File: src/hw/wit_consts.svh
/*
 * Constants of the watchdog/interval timer: mode register field positions,
 * reset value and counter geometry.
 * Assumes inclusion by bare name from the package or design file.
 */
`ifndef WIT_CONSTS_SVH
`define WIT_CONSTS_SVH

`define WIT_MODE_RESET 8'h00
`define WIT_BIT_RUN 7
`define WIT_BIT_WDMODE 4
`define WIT_BIT_ACTION 3
`define WIT_PRESCALE_W 11
`define WIT_DIV_W 10
`define WIT_SEL_W 3

`endif

File: src/hw/wit_pkg.sv
/*
 * Types of the watchdog/interval timer.
 * Assumes wit_consts.svh is on the include path.
 */
package wit_pkg;
    `include "wit_consts.svh"
    typedef logic [`WIT_SEL_W-1:0] wit_sel_t;
    typedef enum logic {WIT_ACT_NMI, WIT_ACT_RESET} wit_action_t;
endpackage

File: src/hw/wit_timer.sv
/*
 * Watchdog / interval timer with a free-running prescaler and a selectable
 * overflow tap. Mode register written as a byte through a write strobe.
 * Assumes write strobes, mode inputs and flag clears come from logic on clk_sys.
 */
// Functional notes
// - Writing start bit 7 clears counter and starts; stopped while bit is zero.
// - Action bit and watchdog mode bit are sticky once set; only reset clears.
// - Start bit cannot be cleared by software; only reset clears it.
// - In interval mode counting starts at once when start bit set.
// - First overflow after restart may be up to 2^11 main clocks early; prescaler keeps running.
// - Setting watchdog mode while flag is one raises non-maskable interrupt.
// - Bit 4 set selects watchdog mode detecting a missing restart.
// - Watchdog detection time 2^11..2^17, 2^19 main clocks by select code.
// - Missed restart raises system reset or non-maskable interrupt per bit 3.
// - Keeps counting in light standby, halts in deep standby.
// - Counting suspended while CPU runs from subsystem oscillator.
// - Bit 4 clear gives repeated interval interrupts.
// - Interval time 2^12..2^18, 2^20 main clocks by select code.
// - Interval interrupt is maskable, obeys mask and priority flags.
// - Reset clears the whole mode register to zero.
`timescale 1ns/1ps
`include "wit_consts.svh"
module wit_timer
    import wit_pkg::*;
#(
    // Prescaler width; the base overflow step is 2^PRE_W clocks
    parameter int PRE_W = `WIT_PRESCALE_W,
    // Tap divider width; must cover the longest select code
    parameter int DIV_W = `WIT_DIV_W
)
(
    // Clock and reset
    input wire logic clk_sys,
    input wire logic arst_n,
    // Mode register write port
    input wire logic wdt_mode_wr,
    input wire logic [7:0] wdt_mode_wdata,
    output logic [7:0] wdt_mode_reg,
    // Clock select field
    input wire wit_pkg::wit_sel_t timer_clk_select_two,
    // Power and clock state
    input wire logic deep_standby,
    input wire logic cpu_on_subclk,
    // Interrupt flags shared with the interrupt controller
    input wire logic wdt_irq_mask,
    input wire logic wdt_irq_priority,
    input wire logic wdt_irq_flag_clr,
    output logic wdt_irq_flag,
    // Events
    output logic wdt_interval_irq,
    output logic wdt_interval_irq_prio,
    output logic wdt_nmi,
    output logic wdt_sys_reset
);
    import wit_pkg::*;

    ////////////////////////////////////////////////////////////////////////
    // Parameter checks: longest tap is code 7 plus the interval step
    if (DIV_W < (1 << `WIT_SEL_W) + 1) begin : g_div_check
        $error("wit_timer: DIV_W is too narrow for the longest overflow tap");
    end
    if (PRE_W < 1) begin : g_pre_check
        $error("wit_timer: PRE_W must be at least one");
    end

    ////////////////////////////////////////////////////////////////////////
    // Mode state
    logic run_q, run_d;
    logic wdm_q, wdm_d;
    logic act_q, act_d;
    wit_sel_t sel_q, sel_d;
    // Counter state
    logic [PRE_W-1:0] pre_q, pre_d;
    logic [DIV_W-1:0] div_q, div_d;
    // Event state
    logic flag_q, flag_d;
    logic nmi_q, nmi_d;
    logic rst_q, rst_d;
    logic irq_q, irq_d;
    // Decode
    logic tick, ovf, counting, run_set, wdm_rise;
    logic [`WIT_SEL_W:0] tap_k;
    logic [DIV_W-1:0] tap_mask;

    // Standby and subclock pause the prescaler as well
    assign counting = run_q && !deep_standby && !cpu_on_subclk;
    // Prescaler never cleared by restart, hence early first overflow
    assign tick = counting && (pre_q == {PRE_W{1'b1}});
    assign run_set = wdt_mode_wr && wdt_mode_wdata[`WIT_BIT_RUN];
    assign wdm_rise = wdm_d && !wdm_q;

    ////////////////////////////////////////////////////////////////////////
    // Overflow tap: base step from prescaler, interval mode one step longer,
    // code 7 one step further again in both modes
    always_comb begin
        tap_k = {1'b0, sel_q} + {{`WIT_SEL_W{1'b0}}, !wdm_q};
        if (sel_q == {`WIT_SEL_W{1'b1}}) begin
            tap_k = tap_k + {{`WIT_SEL_W{1'b0}}, 1'b1};
        end
        // Divider bits that must all be one at the tick; empty for the base step
        tap_mask = ({{(DIV_W-1){1'b0}}, 1'b1} << tap_k) - {{(DIV_W-1){1'b0}}, 1'b1};
        ovf = tick && ((div_q & tap_mask) == tap_mask);
    end

    ////////////////////////////////////////////////////////////////////////
    // Mode group
    // Run, mode and action bits only ever set by software; reset is the one way back
    always_comb begin
        run_d = run_q | run_set;
        wdm_d = wdm_q;
        act_d = act_q;
        sel_d = sel_q;
        if (wdt_mode_wr) begin
            wdm_d = wdm_q | wdt_mode_wdata[`WIT_BIT_WDMODE];
            act_d = act_q | wdt_mode_wdata[`WIT_BIT_ACTION];
        end
        // Select follows the pin only while stopped
        // Freezing it avoids a torn tap if software breaks the rule
        if (!run_q) begin
            sel_d = timer_clk_select_two;
        end
    end

    always_ff @(posedge clk_sys or negedge arst_n) begin
        if (!arst_n) begin
            run_q <= 1'b0;
            wdm_q <= 1'b0;
            act_q <= 1'b0;
            sel_q <= '0;
        end else begin
            run_q <= run_d;
            wdm_q <= wdm_d;
            act_q <= act_d;
            sel_q <= sel_d;
        end
    end

    ////////////////////////////////////////////////////////////////////////
    // Counter group
    // Prescaler shared by both modes and kept across restarts
    // Trade-off: a restart costs no prescaler reload, first period runs short
    always_comb begin
        pre_d = counting ? pre_q + {{(PRE_W-1){1'b0}}, 1'b1} : pre_q;
        div_d = div_q;
        if (run_set) begin
            div_d = '0;
        end else if (ovf) begin
            div_d = '0;
        end else if (tick) begin
            div_d = div_q + {{(DIV_W-1){1'b0}}, 1'b1};
        end
    end

    always_ff @(posedge clk_sys or negedge arst_n) begin
        if (!arst_n) begin
            pre_q <= '0;
            div_q <= '0;
        end else begin
            pre_q <= pre_d;
            div_q <= div_d;
        end
    end

    ////////////////////////////////////////////////////////////////////////
    // Event group
    // A restart in the overflow cycle wins, so no event then
    always_comb begin
        // Set wins over a clear in the same cycle
        flag_d = (flag_q && !wdt_irq_flag_clr) || (ovf && !run_set);
        nmi_d = 1'b0;
        rst_d = 1'b0;
        irq_d = 1'b0;
        if (wdm_rise && flag_q) begin
            nmi_d = 1'b1;
        end
        if (ovf && !run_set) begin
            if (wdm_q) begin
                if (act_q) begin
                    rst_d = 1'b1;
                end else begin
                    nmi_d = 1'b1;
                end
            end else begin
                // Masked overflows still set the flag
                irq_d = !wdt_irq_mask;
            end
        end
    end

    always_ff @(posedge clk_sys or negedge arst_n) begin
        if (!arst_n) begin
            flag_q <= 1'b0;
            nmi_q <= 1'b0;
            rst_q <= 1'b0;
            irq_q <= 1'b0;
        end else begin
            flag_q <= flag_d;
            nmi_q <= nmi_d;
            rst_q <= rst_d;
            irq_q <= irq_d;
        end
    end

    ////////////////////////////////////////////////////////////////////////
    // Readback keeps unused mode bits at zero
    assign wdt_mode_reg = {run_q, 2'b00, wdm_q, act_q, 3'b000};
    assign wdt_irq_flag = flag_q;
    assign wdt_nmi = nmi_q;
    assign wdt_sys_reset = rst_q;
    assign wdt_interval_irq = irq_q;
    assign wdt_interval_irq_prio = irq_q & wdt_irq_priority;
endmodule

File: config.mk
export PLATFORM = sky130hd
export DESIGN_NAME = wit_timer
export DESIGN_NICKNAME = d
export VERILOG_FILES = /design/src/hw/wit_pkg.sv /design/src/hw/wit_timer.sv
export VERILOG_INCLUDE_DIRS = /design/src /design/src/hw
export SDC_FILE = /design/constraint.sdc
export NUM_CORES = 1
export LEC_CHECK = 0
export ABC_CLOCK_PERIOD_IN_PS = 3800
export BUFFER_PORTS_ARGS = -buffer_cell sky130_fd_sc_hd__buf_2
export CORE_UTILIZATION = 46
export CTS_CLUSTER_DIAMETER = 120
export DETAILED_ROUTE_END_ITERATION = 16
export GPL_TIMING_DRIVEN = 0
export PLACE_DENSITY = 0.76
export SYNTH_ARGS = -nofsm -noshare
export SYNTH_HDL_FRONTEND = slang
export SYNTH_SLANG_ARGS = --single-unit
export TNS_END_PERCENT = 5
File: constraint.sdc
create_clock -name clk_sys -period 3.8 [get_ports clk_sys]
set_input_delay 0.19 -clock clk_sys [delete_from_list [all_inputs] [get_ports clk_sys]]
set_output_delay 0.19 -clock clk_sys [all_outputs]
set_load 0.005 [all_outputs]
=== Yosys cells after proc, flatten, opt, wreduce, memory -nomap -nowiden ===
Index checks and enable logic that the tools add are counted.

* Add/sub/neg operators: 5
* Multipliers: 0
* Div/mod/pow operators: 0
* $lt $le $gt $ge: 0
* Equal/unequal tests: 3
* Shift-type cells: 1
* Multiplexer cells: 14
* Bitwise operators: 5
* Reductions and logical operators: 17

{| class="wikitable"
|+ Operators with widths
! cell !! count
|-
| 10-bit two-way mux || 3
|-
| 11-bit by 1-bit adder with 11-bit output (second input constant) || 1
|-
| 11-bit equality test (second input constant) || 1
|-
| 10-bit by 1-bit adder with 10-bit output (second input constant) || 1
|-
| 10-bit AND || 1
|-
| 10-bit equality test || 1
|-
| 1-bit two-way mux || 10
|-
| 1-bit by 4-bit left shift with 10-bit output (first input constant) || 1
|-
| 10-bit by 1-bit subtractor with 10-bit output (second input constant) || 1
|-
| 1-bit logical AND || 9
|-
| 1-bit logical NOT || 6
|-
| 3-bit by 1-bit adder with 4-bit output || 1
|-
| 4-bit by 1-bit adder with 4-bit output (second input constant) || 1
|-
| 4-bit two-way mux || 1
|-
| 3-bit equality test (second input constant) || 1
|-
| 1-bit bitwise OR || 3
|-
| 3-bit nonzero test || 1
|-
| 1-bit AND || 1
|-
| 1-bit logical OR || 1
|}

* Register bits after elaboration: 31
* Bits in latches: 0
* Memory bits (writable): 0
* Bits in read-only memories: 0
* Bits of input ports: 19
* Output and inout bits: 13
* Memories kept: 0

=== Logic depth before layout (Yosys ltp) ===
* Depth in word-level cells: 11
* Mapped depth: 19
* Mapped depth without buffers: 17

=== Least setup slack after synthesis ===
OpenSTA, ideal clock, no wires.

* Path kind: reg2reg
* Start: register wdm_q
* End: register div_q[5]
* Arrival: 3.548 ns
* Required time: 3.679 ns
* Slack: 0.131 ns
* Stages on the path, launching flop included: 18
* Clock period less this slack: 3.669 ns
* Cell sequence: dfrtp_1 inv_1 ha_1 ha_1 and4b_4 mux2i_1 nand3_1 ha_1 clkbuf_8 inv_1 o21ai_0 a31oi_1 o31ai_1 a2111oi_2 a31o_1 buf_6 o21bai_1 a22o_1

* Cells in the longest elaborated chain, start to end: 11
* Elaborated cells on any way between the ends: 12
* Those cells by class: add/sub: 3; eq/ne: 1; shift: 1; mux: 3; bitwise: 1; reduce/logical: 3

{| class="wikitable"
|+ Ends and longest elaborated chain
! what !! RTL line !! source
|-
| start: declaration || wit_timer.sv:70 || <nowiki>logic wdm_q, wdm_d;</nowiki>
|-
| start signal: assignment || wit_timer.sv:133 || <nowiki>wdm_q <= wdm_d;</nowiki>
|-
| 1-bit logical NOT * || wit_timer.sv:97 || <nowiki>tap_k = {1'b0, sel_q} + {{`WIT_SEL_W{1'b0}}, !wdm_q};</nowiki>
|-
| 3-bit by 1-bit adder with 4-bit output * || wit_timer.sv:97 ||
|-
| 4-bit by 1-bit adder with 4-bit output || wit_timer.sv:99 || <nowiki>tap_k = tap_k + {{`WIT_SEL_W{1'b0}}, 1'b1};</nowiki>
|-
| 4-bit two-way mux * || wit_timer.sv:98 || <nowiki>if (sel_q == {`WIT_SEL_W{1'b1}}) begin</nowiki>
|-
| 1-bit by 4-bit left shift with 10-bit output * || wit_timer.sv:102 || <nowiki>tap_mask = ({{(DIV_W-1){1'b0}}, 1'b1} << tap_k) - {{(DIV_W-1){1'b0}}, 1'b1};</nowiki>
|-
| 10-bit by 1-bit subtractor with 10-bit output * || wit_timer.sv:102 ||
|-
| 10-bit AND || wit_timer.sv:103 || <nowiki>ovf = tick && ((div_q & tap_mask) == tap_mask);</nowiki>
|-
| 10-bit equality test * || wit_timer.sv:103 ||
|-
| 1-bit logical AND * || wit_timer.sv:103 ||
|-
| 10-bit two-way mux || wit_timer.sv:148 || <nowiki>end else if (ovf) begin</nowiki>
|-
| 10-bit two-way mux || wit_timer.sv:146 || <nowiki>if (run_set) begin</nowiki>
|-
| end signal: assignment || wit_timer.sv:161 || <nowiki>div_q <= div_d;</nowiki>
|-
| end: declaration || wit_timer.sv:75 || <nowiki>logic [DIV_W-1:0] div_q, div_d;</nowiki>
|}

Mark *: on every way between the ends. The rest lies on a longest branch, timed or not.
A chain may end at the register's enable or synchronous reset.

=== Final worst setup path ===
* Start: register sel_q[0]
* End: register div_q[5]

* Cells in the longest elaborated chain, start to end: 10
* Elaborated cells on any way between the ends: 12
* Those cells by class: add/sub: 3; eq/ne: 2; shift: 1; mux: 3; bitwise: 1; reduce/logical: 2

{| class="wikitable"
|+ Ends and longest elaborated chain
! what !! RTL line !! source
|-
| start: declaration || wit_timer.sv:72 || <nowiki>wit_sel_t sel_q, sel_d;</nowiki>
|-
| start signal: assignment || wit_timer.sv:135 || <nowiki>sel_q <= sel_d;</nowiki>
|-
| 3-bit by 1-bit adder with 4-bit output || wit_timer.sv:97 ||
|-
| 4-bit by 1-bit adder with 4-bit output || wit_timer.sv:99 ||
|-
| 4-bit two-way mux * || wit_timer.sv:98 ||
|-
| 1-bit by 4-bit left shift with 10-bit output * || wit_timer.sv:102 ||
|-
| 10-bit by 1-bit subtractor with 10-bit output * || wit_timer.sv:102 ||
|-
| 10-bit AND || wit_timer.sv:103 ||
|-
| 10-bit equality test * || wit_timer.sv:103 ||
|-
| 1-bit logical AND * || wit_timer.sv:103 ||
|-
| 10-bit two-way mux || wit_timer.sv:148 ||
|-
| 10-bit two-way mux || wit_timer.sv:146 ||
|}

Marked as above.

==> results.py <==
metrics = {
    "worst_hold_path": {
        "min_path_type": "in2reg",
    },
    "critical_path": {
        "critPathArrivalTime_ns": 3.82,
        "crit_family": "compound AO/OA/AOI/OAI gates",
        "critPathCaptureType": "flop",
        "cpMaxStageDelayCell": "a2111oi_2",
        "r2r.worst_path.cells": 17,
        "crit_cells": 17,
        "worst_path_largest_cell_delay_ns": 0.49,
        "cp_num_buf_inv": 2,
        "r2r-start": "sel_q[0]",
        "cp_cell_sequence": "ha_4, ha_4, ha_4, and3_4, o211ai_1, nor2_4, nand3_2, ha_2, inv_2, o21ai_1, a31oi_1, o31ai_1, a2111oi_2, a31o_1, buf_6, o21bai_1, a22o_1",
        "crit_top_cell": "ha_4",
        "required_ns": 3.97,
        "critical_path.endpoint": "div_q[5]",
        "startpoint_type": "flop",
        "critPathLaunch": "sel_q[0]",
        "r2r_setup_slack_ns": 0.15,
        "crit_fanout": 9,
        "critPathKind": "reg2reg",
        "regToRegEndpoint": "div_q[5]",
    },
    "logic_synthesis": {
        "syn_area_um2": 1910,
        "synth_edf_count": 0,
        "synth-seq-cells": 31,
        "synth_mux_area_share_pct": 5.56,
        "synth_top_family_by_area": "simple AND/OR/NAND/NOR gates",
        "syn_inst": 187,
        "syn_avg_cell_area_um2": 10.2,
        "synth_cell_type_count": 57,
        "synthArstFlopShare_pct": 100,
        "synth_compound_area_share_pct": 13.7,
        "yosys_warnings": 0,
        "synth-xor-area-share_pct": 6.87,
        "synth-simple-area-share_pct": 23.0,
        "synth-adder-area-share_pct": 3.92,
        "ys_seq_area_share_pct": 40.5,
        "synthFlopType": "dfrtp_1",
    },
    "finish": {
        "layout-drive-gt1-share_pct": 36.2,
        "design_area_um2": 2410,
        "diodes": 0,
        "finalNonFillerCells": 282,
        "fin_nets": 256,
        "areaGrowthSynthToFinish_pct": 25.8,
        "finish.utilization_pct": 60.2,
    },
    "die": {
        "core_area_um2": 4000,
        "start_util_pct": 47.8,
        "die_x_um": 66.5,
        "pin_count": 32,
        "fp.dieH_um": 66.5,
        "dieArea_um2": 4420,
        "num_rows": 23,
    },
    "global_routing": {
        "grt_max_degree": 32,
        "grt_pass1_vias": 1437,
        "grt_pass1_wl_um": 6510,
        "grt.total_usage_pct": 19.8,
        "antenna_found_initial": 0,
        "grt-ovfl-total": 0,
    },
    "routing": {
        "routed_wl_um": 4040,
        "viasPerCell": 5.47,
        "antenna_left": 0,
        "first_iter_violations": 88,
        "vias": 1543,
        "first_pass_iters": 4,
        "wire_per_inst_um": 14.3,
        "route.detailed.drc": 0,
    },
    "sta": {
        "maxSlewHeadroom_pct": 53.6,
        "fin_tns_setup_ns": 0,
        "fin_crit_sh_pct": 96.0,
        "fin_skew_ns": 0.00789,
        "final_max_slew_viol_count": 0,
        "tightest_slew_ns": 0.688,
        "max_freq_mhz": 274,
        "setup_viol": 0,
        "hold_violations": 0,
        "fin_crit_ns": 3.65,
        "fin_ws_ns": 0.152,
    },
    "power_and_ir_drop": {
        "vdd_drop_max_v": 0.000359,
        "power_per_cell_area_nw_per_um2": 485,
        "leakage_nw": 1.05,
    },
    "status": {
        "status": "finished clean",
    },
    "place": {
        "place_inst": 262,
        "place_ws_ns": -0.365,
        "place_area_um2": 2100,
        "portBuffers": 21,
        "dp_hpwl_um": 2660,
        "place_congestion": 0.847,
    },
    "clocking": {
        "cts-root-buf": "clkbuf_8",
        "insertion_delay_ns": 0.29,
        "cts_buffers": 5,
        "clk_pin_slew_ns": 0.07,
        "cts_tree": "yes",
        "cts_max_level": 2,
        "clock-sinks": 31,
        "clockBufferDepth": 2,
    },
    "run": {
        "maxCapViolCount": 0,
    },
}
==> layout make-up <==
type	count	area (µm²)
Buffer	11	82.6
Multi-Input combinational cell	142	1120
Fill cell	341	1590
Timing Repair Buffer	34	205
Inverter	6	22.5
Clock inverter	2	60.1
Sequential cell	31	777
Tap cell	50	62.6
Clock buffer	6	72.6
==> cell usage in the layout (no fill, tap or decap), types with 4 or more instances in the layout <==
cell / instances
mux2_2: 5
buf_4: 21
nand2_1: 17
nand3_1: 8
inv_1: 4
clkbuf_8: 5
buf_2: 21
conb_1: 5
nand4_1: 6
o41ai_1: 4
dfrtp_1: 30
xnor2_1: 13
nor2_1: 9
==> synth_stat cells (2+ instances only) <==
cell | number | share of area [%]
nor4_1 | 3 | 0.98
nand3_1 | 11 | 2.9
xor2_1 | 2 | 0.92
and2_1 | 3 | 0.98
dfrtp_1 | 31 | 41
o31ai_1 | 2 | 0.78
and3_2 | 2 | 0.78
xnor2_1 | 13 | 6.0
inv_1 | 6 | 1.2
ha_1 | 6 | 3.9
nor3_1 | 2 | 0.52
o21ai_0 | 3 | 0.78
nor2b_1 | 3 | 0.98
o2111ai_1 | 2 | 0.92
o41ai_1 | 4 | 1.8
a31oi_1 | 2 | 0.65
nand2_1 | 17 | 3.3
buf_4 | 9 | 3.5
a21oi_1 | 3 | 0.78
nor3b_1 | 3 | 1.2
o2bb2a_1 | 2 | 1.0
nor2_1 | 10 | 2.0
a22o_1 | 3 | 1.4
mux2_2 | 6 | 3.5
o211ai_1 | 2 | 0.78
nand4_1 | 6 | 2.0
==> kinds of logic (layout without fill, tap and decap cells) <==
group | Yosys count | in the layout
AND/OR/NAND/NOR | 74 | 74
flip-flops | 31 | 31
multiplexers | 9 | 9
XOR/XNOR | 15 | 15
other | 1 | 5
adder cells (fa/ha/maj) | 6 | 6
AO/OA/AOI/OAI | 33 | 33
buffers and inverters | 18 | 59
==> through the flow <==
step / power, mW / hold slack, ns
after floorplan: 0.644 / -0.106
after global placement: 0.701 / 0.268
after detailed placement: 0.707 / 0.276
after CTS: 1.12 / 0.0431
after global routing: 1.23 / 0.0615
final: 1.17 / 0.0452
==> registers in the layout (all words and copies together) (netlist names) <==
name / cells
act_q: 1
div_q: 10
pre_q: 11
run_q: 1
sel_q: 3
wdm_q: 1
wdt_interval_irq: 1
wdt_irq_flag: 1
wdt_nmi: 1
wdt_sys_reset: 1
==> worst reg2reg max path, stage by stage, from the launching register on <==
cell	delay, ns
dfrtp_2	0.45
ha_4	0.19
ha_4	0.30
ha_4	0.14
and3_4	0.19
o211ai_1	0.18
nor2_4	0.15
nand3_2	0.07
ha_2	0.28
inv_2	0.08
o21ai_1	0.08
a31oi_1	0.17
o31ai_1	0.11
a2111oi_2	0.49
a31o_1	0.22
buf_6	0.12
o21bai_1	0.07
a22o_1	0.23
==> where the power goes <==
group,leakage (nW),switching (mW),total (mW),internal (mW)
clock,0.0654,0.125,0.387,0.262
combinational,0.591,0.180,0.357,0.178
sequential,0.391,0.0538,0.422,0.369
total,1.05,0.358,1.17,0.808
==> worst min path at each step <==
stage	startpoint	endpoint	slack (ns)	depth (start not counted)
detailed placement	arst_n	div_q[7]	0.28	1
CTS	wdt_irq_mask	wdt_interval_irq	0.04	2
floorplan	arst_n	act_q	-0.11	0
global route	wdt_irq_mask	wdt_interval_irq	0.06	2
finish	wdt_irq_mask	wdt_interval_irq	0.05	2
global placement	arst_n	div_q[7]	0.27	1
==> layer usage <==
metal | GRT usage, % | vias up | wire length (µm)
met3 | 5.14 | 5 | 110
met4 | 7.18 | 0 | 42
met5 | 0 | - | 0
met2 | 33.0 | 20 | 2110
met1 | 24.5 | 753 | 1790
li1 | - | 765 | -
==> what timing repair did <==
action | CTS | global route
resized for setup | 5 | 14
setup buffers | 3 | 9
hold endpoints to repair | 31 | 0
hold buffers | 1 | 0
setup endpoints to repair | 14 | 14
pin swaps | 2 | 8
Note: power is estimated with default switching activity, not from simulation.
